--- src/core/wdr_regs.svh ---
// register offsets, fields, reset values and timing counts of the watchdog
`ifndef WDR_REGS_SVH
`define WDR_REGS_SVH
`define WDR_ADDR_W 4
`define WDR_OFS_CFG 4'h0
`define WDR_OFS_CTRL 4'h1
`define WDR_OFS_STAT 4'h2
`define WDR_OFS_MASK 4'h3
`define WDR_OFS_FLAGS 4'h4
// configuration word fields
`define WDR_CFG_POST_LO 0
`define WDR_CFG_PRE 4
`define WDR_CFG_ON 5
`define WDR_CFG_WINDOW_DISABLE_BIT 6
`define WDR_CFG_PWRT_LO 8
`define WDR_CFG_INITIAL_OSCILLATOR_SELECT_LO 12
`define WDR_CFG_POSC_LO 16
`define WDR_CFG_RESET 32'h0000_3040
// control / flags fields
`define WDR_CTRL_SWEN 0
`define WDR_FLG_BOR 1
`define WDR_FLG_IDLE 2
`define WDR_FLG_SLEEP 3
`define WDR_FLG_WATCHDOG_TIMEOUT_FLAG 4
`define WDR_FLG_SWEN 5
// interrupt status bits
`define WDR_EV_WATCHDOG_TIMEOUT_FLAG 0
`define WDR_EV_BOR 1
`define WDR_EV_WAKE 2
`define WDR_EV_W 3
// timing
`define WDR_CLK_MHZ 200
`define WDR_PRE_SHORT 32
`define WDR_PRE_LONG 128
`define WDR_SETTLE_US 20
`define WDR_SETTLE_CYC (`WDR_SETTLE_US * `WDR_CLK_MHZ)
`define WDR_PWRT_BASE_MS 2
`define WDR_FSCM_US 100
`define WDR_FSCM_CYC (`WDR_FSCM_US * `WDR_CLK_MHZ)
`define WDR_OST_CYC 1024
`endif

--- src/core/wdr_pkg.sv ---
// types shared by the watchdog and brown-out reset block
package wdr_pkg;
    typedef enum logic [2:0] {
        WDR_ST_RESET = 3'b000,
        WDR_ST_SETTLE = 3'b001,
        WDR_ST_CLOCK = 3'b011,
        WDR_ST_PWRT = 3'b010,
        WDR_ST_RUN = 3'b110
    } wdr_state_t;
    typedef logic [31:0] wdr_word_t;
endpackage

--- src/core/wdr_watchdog.sv ---
// watchdog timer with brown-out reset sequencing
// Notes on behaviour
// - watchdog counts low-power rc ticks; enabling watchdog enables that clock
// - prescaler divides rc clock by 32 or 128
// - four-bit postscaler field divides further, 1:1 up to 1:32768
// - count and scalers clear on reset, clock switch, sleep entry/exit, clear
// - enabled watchdog runs in sleep/idle; timeout wakes the core
// - timeout flag stays set until software clears it
// - always-on configuration bit forces watchdog on, software enable ignored
// - otherwise software enable starts or stops it; cleared on device reset
// - window mode: clear before last quarter of period causes reset
// - brown-out resets device, then picks clock from configuration fields
// - hold clock until start-up timer ends, and pll lock when used
// - apply power-up delay; zero delay with crystal uses fail-safe delay
// - brown-out reset sets the brown-out status bit
// - brown-out detection active in sleep and idle
// - after power-up or power-down resume, hold execution about 20 us
// - prescale bit one selects 1:128, zero selects 1:32
// - power-up field doubles 2 ms to 128 ms; code 000 disables
//
// Added by the designer: the placing of the registers and strobed register access.
`timescale 1ns/1ps
`include "wdr_regs.svh"
module wdr_watchdog #(
    parameter int unsigned MS_CYC = 200000,
    parameter int unsigned SETTLE_CYC = `WDR_SETTLE_CYC,
    parameter int unsigned FSCM_CYC = `WDR_FSCM_CYC
) (
    // clock and reset
    input wire logic clk,
    input wire logic reset_n,
    input wire logic clk_en,
    // register port
    input wire logic [`WDR_ADDR_W-1:0] reg_addr,
    input wire wdr_pkg::wdr_word_t reg_wdata,
    input wire logic reg_wr,
    input wire logic reg_rd,
    output wdr_pkg::wdr_word_t reg_rdata,
    // core events
    input wire logic low_power_rc_clock,
    input wire logic watchdog_clear_instruction,
    input wire logic power_save_instruction,
    input wire logic power_save_idle,
    input wire logic clock_switch_done,
    input wire logic power_resume,
    // supply and clock status
    input wire logic brown_out_detect,
    input wire logic pll_lock,
    // outputs
    output logic low_power_rc_enable,
    output logic device_reset,
    output logic clock_hold,
    output logic exec_inhibit,
    output logic core_wake,
    output logic [2:0] selected_clock,
    output logic irq
);
    import wdr_pkg::*;

    // ==========================================================
    // registers
    wdr_word_t cfg_reg;
    logic swen_reg;
    logic [`WDR_EV_W-1:0] stat_reg;
    logic [`WDR_EV_W-1:0] mask_reg;
    logic watchdog_timeout_flag_reg;
    logic bor_flag_reg;
    logic sleep_reg;
    logic idle_reg;
    wdr_state_t state_reg;
    logic [31:0] delay_reg;
    logic [6:0] pre_reg;
    logic [15:0] post_reg;
    logic rc_q_reg;
    logic rc_tick;
    logic wdt_on;
    logic [15:0] post_limit;
    logic [6:0] pre_limit;
    logic timeout;
    logic early_clear;
    logic wdt_reset;
    logic scaler_clear;
    logic bor_event;
    logic in_reset;
    logic crystal;
    logic use_pll;
    logic [2:0] pwrt_code;
    logic [31:0] pwrt_cyc;

    function automatic logic hit(input logic [`WDR_ADDR_W-1:0] ofs);
        hit = (reg_addr == ofs);
    endfunction

    // ==========================================================
    // configuration decode
    assign pwrt_code = cfg_reg[`WDR_CFG_PWRT_LO +: 3];
    assign crystal = (cfg_reg[`WDR_CFG_POSC_LO +: 2] == 2'b01) ||
                     (cfg_reg[`WDR_CFG_POSC_LO +: 2] == 2'b10);
    assign use_pll = (cfg_reg[`WDR_CFG_INITIAL_OSCILLATOR_SELECT_LO +: 3] == 3'b001) ||
                     (cfg_reg[`WDR_CFG_INITIAL_OSCILLATOR_SELECT_LO +: 3] == 3'b011);
    // delay doubles from 2 ms; code zero gives none
    assign pwrt_cyc = (pwrt_code == 3'b000) ? 32'h0 :
        32'((`WDR_PWRT_BASE_MS * MS_CYC) << (pwrt_code - 3'd1));
    assign wdt_on = cfg_reg[`WDR_CFG_ON] | swen_reg;
    assign low_power_rc_enable = wdt_on;
    assign pre_limit = cfg_reg[`WDR_CFG_PRE] ?
        7'(`WDR_PRE_LONG - 1) : 7'(`WDR_PRE_SHORT - 1);
    assign post_limit = 16'((32'h1 << cfg_reg[`WDR_CFG_POST_LO +: 4]) - 1);
    assign selected_clock = cfg_reg[`WDR_CFG_INITIAL_OSCILLATOR_SELECT_LO +: 3];

    // ==========================================================
    // watchdog counting
    assign rc_tick = low_power_rc_clock & ~rc_q_reg;
    assign in_reset = (state_reg != WDR_ST_RUN);
    assign timeout = wdt_on && !in_reset && rc_tick &&
                     pre_reg == pre_limit && post_reg == post_limit;
    // clear before the last quarter of the postscaled period
    assign early_clear = watchdog_clear_instruction && wdt_on &&
        !cfg_reg[`WDR_CFG_WINDOW_DISABLE_BIT] && !sleep_reg && !idle_reg &&
        ({2'b00, post_reg} < ({2'b00, post_limit} + 18'd1) * 18'd3 / 18'd4);
    assign wdt_reset = (timeout && !sleep_reg && !idle_reg) || early_clear;
    assign scaler_clear = in_reset || clock_switch_done ||
        power_save_instruction || core_wake || watchdog_clear_instruction;
    assign core_wake = timeout && (sleep_reg || idle_reg);
    assign bor_event = brown_out_detect;

    always_ff @(posedge clk or negedge reset_n) begin
        if (!reset_n) begin
            rc_q_reg <= 1'b0;
        end else if (clk_en) begin
            rc_q_reg <= low_power_rc_clock;
        end
    end

    always_ff @(posedge clk or negedge reset_n) begin
        if (!reset_n) begin
            pre_reg <= 7'h00;
            post_reg <= 16'h0000;
        end else if (clk_en) begin
            if (scaler_clear || !wdt_on) begin
                pre_reg <= 7'h00;
                post_reg <= 16'h0000;
            end else if (rc_tick) begin
                if (pre_reg == pre_limit) begin
                    pre_reg <= 7'h00;
                    post_reg <= (post_reg == post_limit) ? 16'h0000 :
                        post_reg + 16'h0001;
                end else begin
                    pre_reg <= pre_reg + 7'h01;
                end
            end
        end
    end

    // ==========================================================
    // reset sequencer
    always_ff @(posedge clk or negedge reset_n) begin
        if (!reset_n) begin
            state_reg <= WDR_ST_RESET;
            delay_reg <= 32'h0;
        end else if (clk_en) begin
            if (bor_event || wdt_reset) begin
                state_reg <= WDR_ST_RESET;
                delay_reg <= 32'h0;
            end else if (power_resume && state_reg == WDR_ST_RUN) begin
                state_reg <= WDR_ST_SETTLE;
                delay_reg <= 32'h0;
            end else begin
                case (state_reg)
                    WDR_ST_RESET: begin
                        state_reg <= WDR_ST_SETTLE;
                        delay_reg <= 32'h0;
                    end
                    WDR_ST_SETTLE: begin
                        if (delay_reg >= SETTLE_CYC - 1) begin
                            state_reg <= WDR_ST_CLOCK;
                            delay_reg <= 32'h0;
                        end else begin
                            delay_reg <= delay_reg + 32'h1;
                        end
                    end
                    WDR_ST_CLOCK: begin
                        if ((!crystal || delay_reg >= `WDR_OST_CYC - 1) &&
                            (!use_pll || pll_lock)) begin
                            state_reg <= WDR_ST_PWRT;
                            delay_reg <= 32'h0;
                        end else begin
                            delay_reg <= delay_reg + 32'h1;
                        end
                    end
                    WDR_ST_PWRT: begin
                        if ((pwrt_cyc != 32'h0 && delay_reg + 32'h1 >= pwrt_cyc)
                            || (pwrt_cyc == 32'h0 && (!crystal ||
                            delay_reg >= FSCM_CYC - 1))) begin
                            state_reg <= WDR_ST_RUN;
                        end else begin
                            delay_reg <= delay_reg + 32'h1;
                        end
                    end
                    WDR_ST_RUN: begin
                        state_reg <= WDR_ST_RUN;
                    end
                    default: begin
                        state_reg <= WDR_ST_RESET;
                    end
                endcase
            end
        end
    end

    assign device_reset = (state_reg == WDR_ST_RESET) ||
                          (state_reg == WDR_ST_PWRT) ||
                          (state_reg == WDR_ST_CLOCK) ||
                          (state_reg == WDR_ST_SETTLE);
    assign clock_hold = (state_reg == WDR_ST_CLOCK) ||
                        (state_reg == WDR_ST_SETTLE) ||
                        (state_reg == WDR_ST_RESET);
    assign exec_inhibit = in_reset;

    // ==========================================================
    // configuration and control
    always_ff @(posedge clk or negedge reset_n) begin
        if (!reset_n) begin
            cfg_reg <= `WDR_CFG_RESET;
        end else if (clk_en && reg_wr && hit(`WDR_OFS_CFG)) begin
            cfg_reg <= reg_wdata;
        end
    end

    always_ff @(posedge clk or negedge reset_n) begin
        if (!reset_n) begin
            swen_reg <= 1'b0;
        end else if (clk_en) begin
            if (state_reg == WDR_ST_RESET) begin
                swen_reg <= 1'b0;
            end else if (reg_wr && hit(`WDR_OFS_CTRL)) begin
                swen_reg <= reg_wdata[`WDR_CTRL_SWEN];
            end
        end
    end

    // ==========================================================
    // status flags: set wins over software clear
    always_ff @(posedge clk or negedge reset_n) begin
        if (!reset_n) begin
            watchdog_timeout_flag_reg <= 1'b0;
            bor_flag_reg <= 1'b0;
        end else if (clk_en) begin
            if (timeout) begin
                watchdog_timeout_flag_reg <= 1'b1;
            end else if (reg_wr && hit(`WDR_OFS_FLAGS) &&
                         reg_wdata[`WDR_FLG_WATCHDOG_TIMEOUT_FLAG]) begin
                watchdog_timeout_flag_reg <= 1'b0;
            end
            if (bor_event) begin
                bor_flag_reg <= 1'b1;
            end else if (reg_wr && hit(`WDR_OFS_FLAGS) &&
                         reg_wdata[`WDR_FLG_BOR]) begin
                bor_flag_reg <= 1'b0;
            end
        end
    end

    // sleep and idle stay set after wake; software clears them
    always_ff @(posedge clk or negedge reset_n) begin
        if (!reset_n) begin
            sleep_reg <= 1'b0;
            idle_reg <= 1'b0;
        end else if (clk_en) begin
            if (power_save_instruction && !in_reset) begin
                sleep_reg <= !power_save_idle;
                idle_reg <= power_save_idle;
            end else if (reg_wr && hit(`WDR_OFS_FLAGS)) begin
                if (reg_wdata[`WDR_FLG_SLEEP]) begin
                    sleep_reg <= 1'b0;
                end
                if (reg_wdata[`WDR_FLG_IDLE]) begin
                    idle_reg <= 1'b0;
                end
            end
        end
    end

    // ==========================================================
    // interrupt status and mask
    logic [`WDR_EV_W-1:0] ev;
    assign ev = {core_wake, bor_event, timeout};

    always_ff @(posedge clk or negedge reset_n) begin
        if (!reset_n) begin
            mask_reg <= '0;
        end else if (clk_en) begin
            if (reg_wr && hit(`WDR_OFS_MASK)) begin
                mask_reg <= reg_wdata[`WDR_EV_W-1:0];
            end
        end
    end

    // one sticky bit per event; set wins over write-one-to-clear
    genvar gi;
    generate
        for (gi = 0; gi < `WDR_EV_W; gi++) begin : g_stat
            always_ff @(posedge clk or negedge reset_n) begin
                if (!reset_n) begin
                    stat_reg[gi] <= 1'b0;
                end else if (clk_en) begin
                    if (ev[gi]) begin
                        stat_reg[gi] <= 1'b1;
                    end else if (reg_wr && hit(`WDR_OFS_STAT) &&
                                 reg_wdata[gi]) begin
                        stat_reg[gi] <= 1'b0;
                    end
                end
            end
        end
    endgenerate

    assign irq = |(stat_reg & mask_reg);

    // ==========================================================
    // read port
    always_ff @(posedge clk or negedge reset_n) begin
        if (!reset_n) begin
            reg_rdata <= 32'h0;
        end else if (clk_en) begin
            if (reg_rd) begin
                case (reg_addr)
                    `WDR_OFS_CFG: reg_rdata <= cfg_reg;
                    `WDR_OFS_CTRL: reg_rdata <= {31'h0, swen_reg};
                    `WDR_OFS_STAT: reg_rdata <= {29'h0, stat_reg};
                    `WDR_OFS_MASK: reg_rdata <= {29'h0, mask_reg};
                    `WDR_OFS_FLAGS: reg_rdata <= {26'h0, wdt_on, watchdog_timeout_flag_reg,
                        sleep_reg, idle_reg, bor_flag_reg, 1'b0};
                    default: reg_rdata <= 32'h0;
                endcase
            end else begin
                reg_rdata <= 32'h0;
            end
        end
    end
endmodule

--- config.mk ---
export PLATFORM = sky130hd
export DESIGN_NAME = wdr_watchdog
export DESIGN_NICKNAME = d
export VERILOG_FILES = /design/src/core/wdr_pkg.sv /design/src/core/wdr_watchdog.sv
export VERILOG_INCLUDE_DIRS = /design/src /design/src/core
export SDC_FILE = /design/constraint.sdc
export NUM_CORES = 1
export LEC_CHECK = 0
export BUFFER_PORTS_ARGS = -buffer_cell sky130_fd_sc_hd__buf_2
export CORE_UTILIZATION = 61
export CTS_CLUSTER_SIZE = 14
export DETAILED_ROUTE_END_ITERATION = 8
export MAX_ROUTING_LAYER = met4
export PLACE_DENSITY = 0.82
export REMOVE_ABC_BUFFERS = 1
export SLEW_MARGIN = 30
export SYNTH_ARGS = -nofsm -noshare
export SYNTH_HDL_FRONTEND = slang
export SYNTH_SLANG_ARGS = --single-unit
--- constraint.sdc ---
create_clock -name clk -period 7.3 [get_ports clk]
set_input_delay 0.365 -clock clk [delete_from_list [all_inputs] [get_ports clk]]
set_output_delay 0.365 -clock clk [all_outputs]
set_load 0.01 [all_outputs]
Yosys cells after proc, flatten, opt, wreduce, memory -nomap -nowiden

Cells that the tools add are included.

Register bits: 134
Bits of input ports: 49
Output and inout bits: 41
Logic and storage cells: 180

Add/sub/neg operators: 6
Multiply operators: 1
Magnitude comparators: 5
Equal/unequal tests: 19
Shifts and indexed selects: 2
Muxes and demuxes: 41
Bitwise operators: 4
Reductions and logical operators: 86

Operators with widths:

| kind                    | number |
|---|---|
| $mux W32                | 7 |
| $pmux W32 S5            | 1 |
| $pmux W32 S4            | 1 |
| $mux W16                | 4 |
| $add A32 B1 Y32 const B | 1 |
| $ge A32 B10 Y1 const B  | 1 |
| $ge A32 B12 Y1 const B  | 1 |
| $ge A32 B15 Y1 const B  | 1 |
| $ge A32 B32 Y1          | 1 |
| $logic_not A32 Y1       | 1 |
| $reduce_bool A32 Y1     | 1 |
| $shl A19 B3 Y32 const A | 1 |
| $logic_and A1 B1 Y1     | 28 |
| $mux W7                 | 4 |
| $reduce_bool A2 Y1      | 11 |
| $logic_or A1 B1 Y1      | 19 |
| $mul A17 B2 Y18 const B | 1 |
| $mux W1                 | 18 |
| $add A16 B1 Y17 const B | 1 |
| $add A16 B1 Y16 const B | 1 |
| $eq A16 B16 Y1          | 1 |
| $lt A16 B16 Y1          | 1 |
| $ne A4 B4 Y1 const B    | 4 |
| $reduce_and A2 Y1       | 8 |
| other kinds (27)        | 46 |

Longest topological paths before layout

Word-level depth: 12
Depth in mapped cells: 30
Gate-level depth less buffers: 25

Worst setup path before layout

OpenSTA, ideal clock, no wires.

Kind: register -> register
From: register cfg_reg[0]
To: register delay_reg[13]
Library setup time: 128 ps
Arrival: 6,135 ps
Data required time: 7,172 ps
Setup slack: 1,038 ps
Stages on the path, launching flop included: 28
Buffers on the path: 7
Period minus slack after synthesis: 6,262 ps
Path through: dfrtp_1 clkbuf_1 clkbuf_1 clkbuf_1 nand3_1 ha_1 buf_2 clkbuf_1 clkbuf_1 xnor2_1 xnor2_1 inv_1 fa_1 nor2b_1 o21ai_0 a21oi_1 o41ai_1 o41a_1 o211ai_1 a2111oi_0 or3_1 ha_1 a21oi_1 a41oi_1 o21ai_1 clkbuf_1 nor2b_1 mux2_1

Longest elaborated chain between the ends: 10
Elaborated cells between the ends (all ways): 16
Classes of those cells: add/sub (2); mul (1); order compare (1); eq/ne (2); shift (1); mux (1); reduce/logical (8)

RTL lines:

| item                                                                | line                                     | source |
|---|---|---|
| start, declared                                                     | wdr_watchdog.sv:62                       | `wdr_word_t cfg_reg;` |
| start signal, assigned                                              | wdr_watchdog.sv:224                      | `` cfg_reg <= `WDR_CFG_RESET; `` |
| start signal, assigned                                              | wdr_watchdog.sv:226                      | `cfg_reg <= reg_wdata;` |
| $shl A1 B4 Y16 *                                                    | wdr_watchdog.sv:108                      | `` assign post_limit = 16'((32'h1 << cfg_reg[`WDR_CFG_POST_LO +: 4]) - 1); `` |
| $sub A16 B1 Y16 *                                                   | wdr_watchdog.sv:108                      |  |
| $add A16 B1 Y17 / $eq A16 B16 Y1 (equally long branches)            | wdr_watchdog.sv:120, wdr_watchdog.sv:116 |  |
| $mul A17 B2 Y18 / $logic_and A1 B1 Y1 (equally long branches)       | wdr_watchdog.sv:120, wdr_watchdog.sv:116 |  |
| $lt A16 B16 Y1 / $logic_and A1 B1 Y1 (equally long branches)        | wdr_watchdog.sv:120, wdr_watchdog.sv:121 |  |
| $logic_and A1 B1 Y1, on equally long branches                       | wdr_watchdog.sv:118, wdr_watchdog.sv:121 |  |
| $logic_or A1 B1 Y1 *                                                | wdr_watchdog.sv:121                      | `assign wdt_reset = (timeout && !sleep_reg && !idle_reg) \|\| early_clear;` |
| $logic_or A1 B1 Y1 *                                                | wdr_watchdog.sv:162                      | `if (bor_event \|\| wdt_reset) begin` |
| $ne A4 B4 Y1 (no line) / $reduce_bool A6 Y1 (equally long branches) | --                                       |  |
| $reduce_and A3 Y1 (no line)                                         | --                                       |  |
| end signal, assigned                                                | wdr_watchdog.sv:179                      | `delay_reg <= delay_reg + 32'h1;` |
| end signal, assigned                                                | wdr_watchdog.sv:188                      | `delay_reg <= delay_reg + 32'h1;` |
| end signal, assigned                                                | wdr_watchdog.sv:197                      | `delay_reg <= delay_reg + 32'h1;` |
| end, declared                                                       | wdr_watchdog.sv:71                       | `logic [31:0] delay_reg;` |

Every way passes the cells marked *; elsewhere a longest branch is shown, timed or not.
A chain may end at the register's enable or synchronous reset.

Final worst setup path

From: register cfg_reg[2]
To: register delay_reg[13]

The elaborated chain is that of the path after synthesis.

==> results.txt <==
status: complete, no violations
Crit Path Class: reg -> reg
Fmax: 149 MHz
PwrDens: 272 nW/um^2
clk_skew: 8.16 ps
setup TNS: 0 ps
clock root cell: clkbuf_16
Vias: 8640
number of fill cells: 1179
cell taking the most area after synthesis: dfrtp_1
cell area after synthesis: 9620 um^2
drt via density: 6.44
sequential element share of the synthesized area: 34.9%
Finished Layout Cells: 1341
Slew HR: 42.7%
antenna violations before repair: 0
Area growth syn-to-layout: 12.2%
clk buf depth: 2
Critical Path Max Stage Delay: 690 ps
pin count of the biggest net entering global routing: 79
routability cong.: 0.963
CP endpoint kind: flip-flop
Avg Cell Area, Syn: 9.08 um^2
Setup crit start kind: flip-flop
port bufs: 89
gr usage total: 32.7%
height of the die: 128 um
Syn Inst Count: 1060
worst vdd ir: 0.000190 V
number of library cell types mapped by synthesis: 79
CTS Buf Count: 17
Initial DRC Count: 868
Final setup viols: 0
synth warn: 0
Worst path slowest cell: dfrtp_1
Least-Margin Pin Slew: 860 ps
WP data required: 7610 ps
Top delay family on crit path: compound AO/OA/AOI/OAI gates
clock tree from TritonCTS: yes
max-cap viol count: 0
clock-pin slew on the worst setup and hold paths: 60 ps
Placed Instances: 1309
# clock sinks: 134
ys async rst share: 100%
number of global-route vias before repair: 7858
type of the worst min-delay path: in -> reg
antenna cells: 0
Overall Power: 2930 uW
Synth Flop Type: dfrtp_1
post-route antenna net violation count: 0
RSZ-0062 raised after global routing: no
Final Hold Fails: 0
hold_ws: 131 ps
first-pass GRT wire length: 40.3 mm
Post-CTS Repair Setup Buffers: 0
Core Area: 15300 um^2
first-pass iteration count of the detailed router: 7
Worst-Skew Late Latency: 430 ps
commonest non-fill, non-tap cell in the layout: dfrtp_1
wire per inst: 18.7 um
die span in x: 128 um
Final Max Tran Viols: 0
Die Footprint: 16300 um^2
H-tree depth: 4
period utilisation layout: 92.2%
count of standard-cell rows: 45
Initial Util: 62.8%
Post-DP Area: 10200 um^2
Storage cell area: 3360 um^2
nets@finish: 1232
CP Max Fanout: 19
post-synth top area share: 34.1%
post-DP HPWL: 17.7 mm
number of synthesized flops with an enable pin: 0
DRT Wirelength: 25.1 mm
Design Area, Final: 10800 um^2
total gr overflow: 0
ratio of cells with drive above 1 in the final layout: 18.0%
Synth area leaders: dfrtp_1 (34%), ha_1 (8.3%), mux2_2 (4.8%)
crit path time final: 6730 ps
Residual DRC: 0
commonest non-fill, non-tap cells in the layout: dfrtp_1 (131), nand2_1 (90), buf_2 (88), nor2_1 (73), ha_1 (64)
area of the multi-input gates: 5850 um^2
CP arrival: 7040 ps
io pins: 90
Yosys reg bits: 134
WP buf/inv: 2
LEAKAGE: 0.00500 uW
synthesized netlist by cell type, types with 7 or more instances:
| library cell | count |
|---|---|
| a21o_1 | 10 |
| a21oi_1 | 58 |
| a22o_1 | 32 |
| a31oi_1 | 9 |
| a41oi_1 | 18 |
| and2_1 | 9 |
| and3_1 | 16 |
| clkbuf_1 | 49 |
| dfrtp_1 | 131 |
| ha_1 | 64 |
| inv_1 | 42 |
| mux2_2 | 41 |
| mux2i_1 | 12 |
| nand2_1 | 90 |
| nand2b_1 | 16 |
| nand3_1 | 33 |
| nand4_1 | 16 |
| nor2_1 | 73 |
| nor2b_1 | 17 |
| nor3_1 | 32 |
| nor4_1 | 13 |
| o211a_1 | 12 |
| o211ai_1 | 9 |
| o21ai_0 | 38 |
| o22ai_1 | 7 |
| o2bb2ai_1 | 11 |
| xnor2_1 | 34 |
| xor2_1 | 19 |
area by class of cell:
cell class,count,share of cell area (%)
repair buffers,105,5.36
well taps,211,2.45
multi-input cells,818,54.2
flip-flops and latches,134,31.1
clock inverters,13,1.39
clock buffers,18,4.07
inverters,42,1.46
cells by family after synthesis:
kind of cell / count (synthesis) / share of synthesized area, %
flops: 134 / 34.9
other cells: 1 / 0.0390
mux: 57 / 6.63
fa+ha+maj: 65 / 8.53
compound gates: 277 / 20.7
simple gates: 364 / 19.6
xor+xnor: 54 / 5.06
buf+inv: 108 / 4.53
report_power, final:
part           total [uW]  leakage [uW]  internal, uW  switching, uW
combinational        1190       0.00291           485            705
clock                 856      0.000283           514            343
sequential            887       0.00180           806           81.6
total                2930       0.00500          1800           1130
per-layer routing:
metal / part of all wire [%] / global-route usage [%] / vias up
met4: 2.9 / 12.6 / 0
met5: 0 / - / -
li1: - / - / 4048
met2: 45 / 47.7 / 369
met3: 7.3 / 6.70 / 57
met1: 45 / 45.0 / 4166
worst register-to-register path: cells and delay by family (launching register included):
family | cells | cell delay [ps]
AO/OA/AOI/OAI | 12 | 2880
adder cells (fa/ha/maj) | 3 | 1120
AND/OR/NAND/NOR | 6 | 960
flip-flops | 1 | 690
buffers and inverters | 2 | 510
multiplexers | 1 | 310
XOR/XNOR | 1 | 160
path summary, 6_finish.rpt:
check	startpoint	to	slack (ps)	depth (start not counted)
setup / recovery	cfg_reg[2]	delay_reg[13]	570	25
hold / removal	power_save_idle	sleep_reg	130	2
setup reg to reg	cfg_reg[2]	delay_reg[13]	570	25
hold reg to reg	watchdog_timeout_flag_reg	watchdog_timeout_flag_reg	470	2
max in group asynchronous	reset_n	cfg_reg[0]	5750	3
min in group asynchronous	reset_n	delay_reg[30]	470	2
through the flow:
stage	util, %	setup WS, ps
after floorplan	-	312
after global placement	66.5	904
after detailed placement	66.5	663
after CTS	70.4	625
after global routing	70.5	83.4
final	70.5	568
repair_timing:
item,CTS,global route
endpoints found under the setup margin,0,2
gates resized for setup,0,1
endpoints found under the hold margin,54,0
hold buffers,1,0
(Power assumes the default switching activity.)
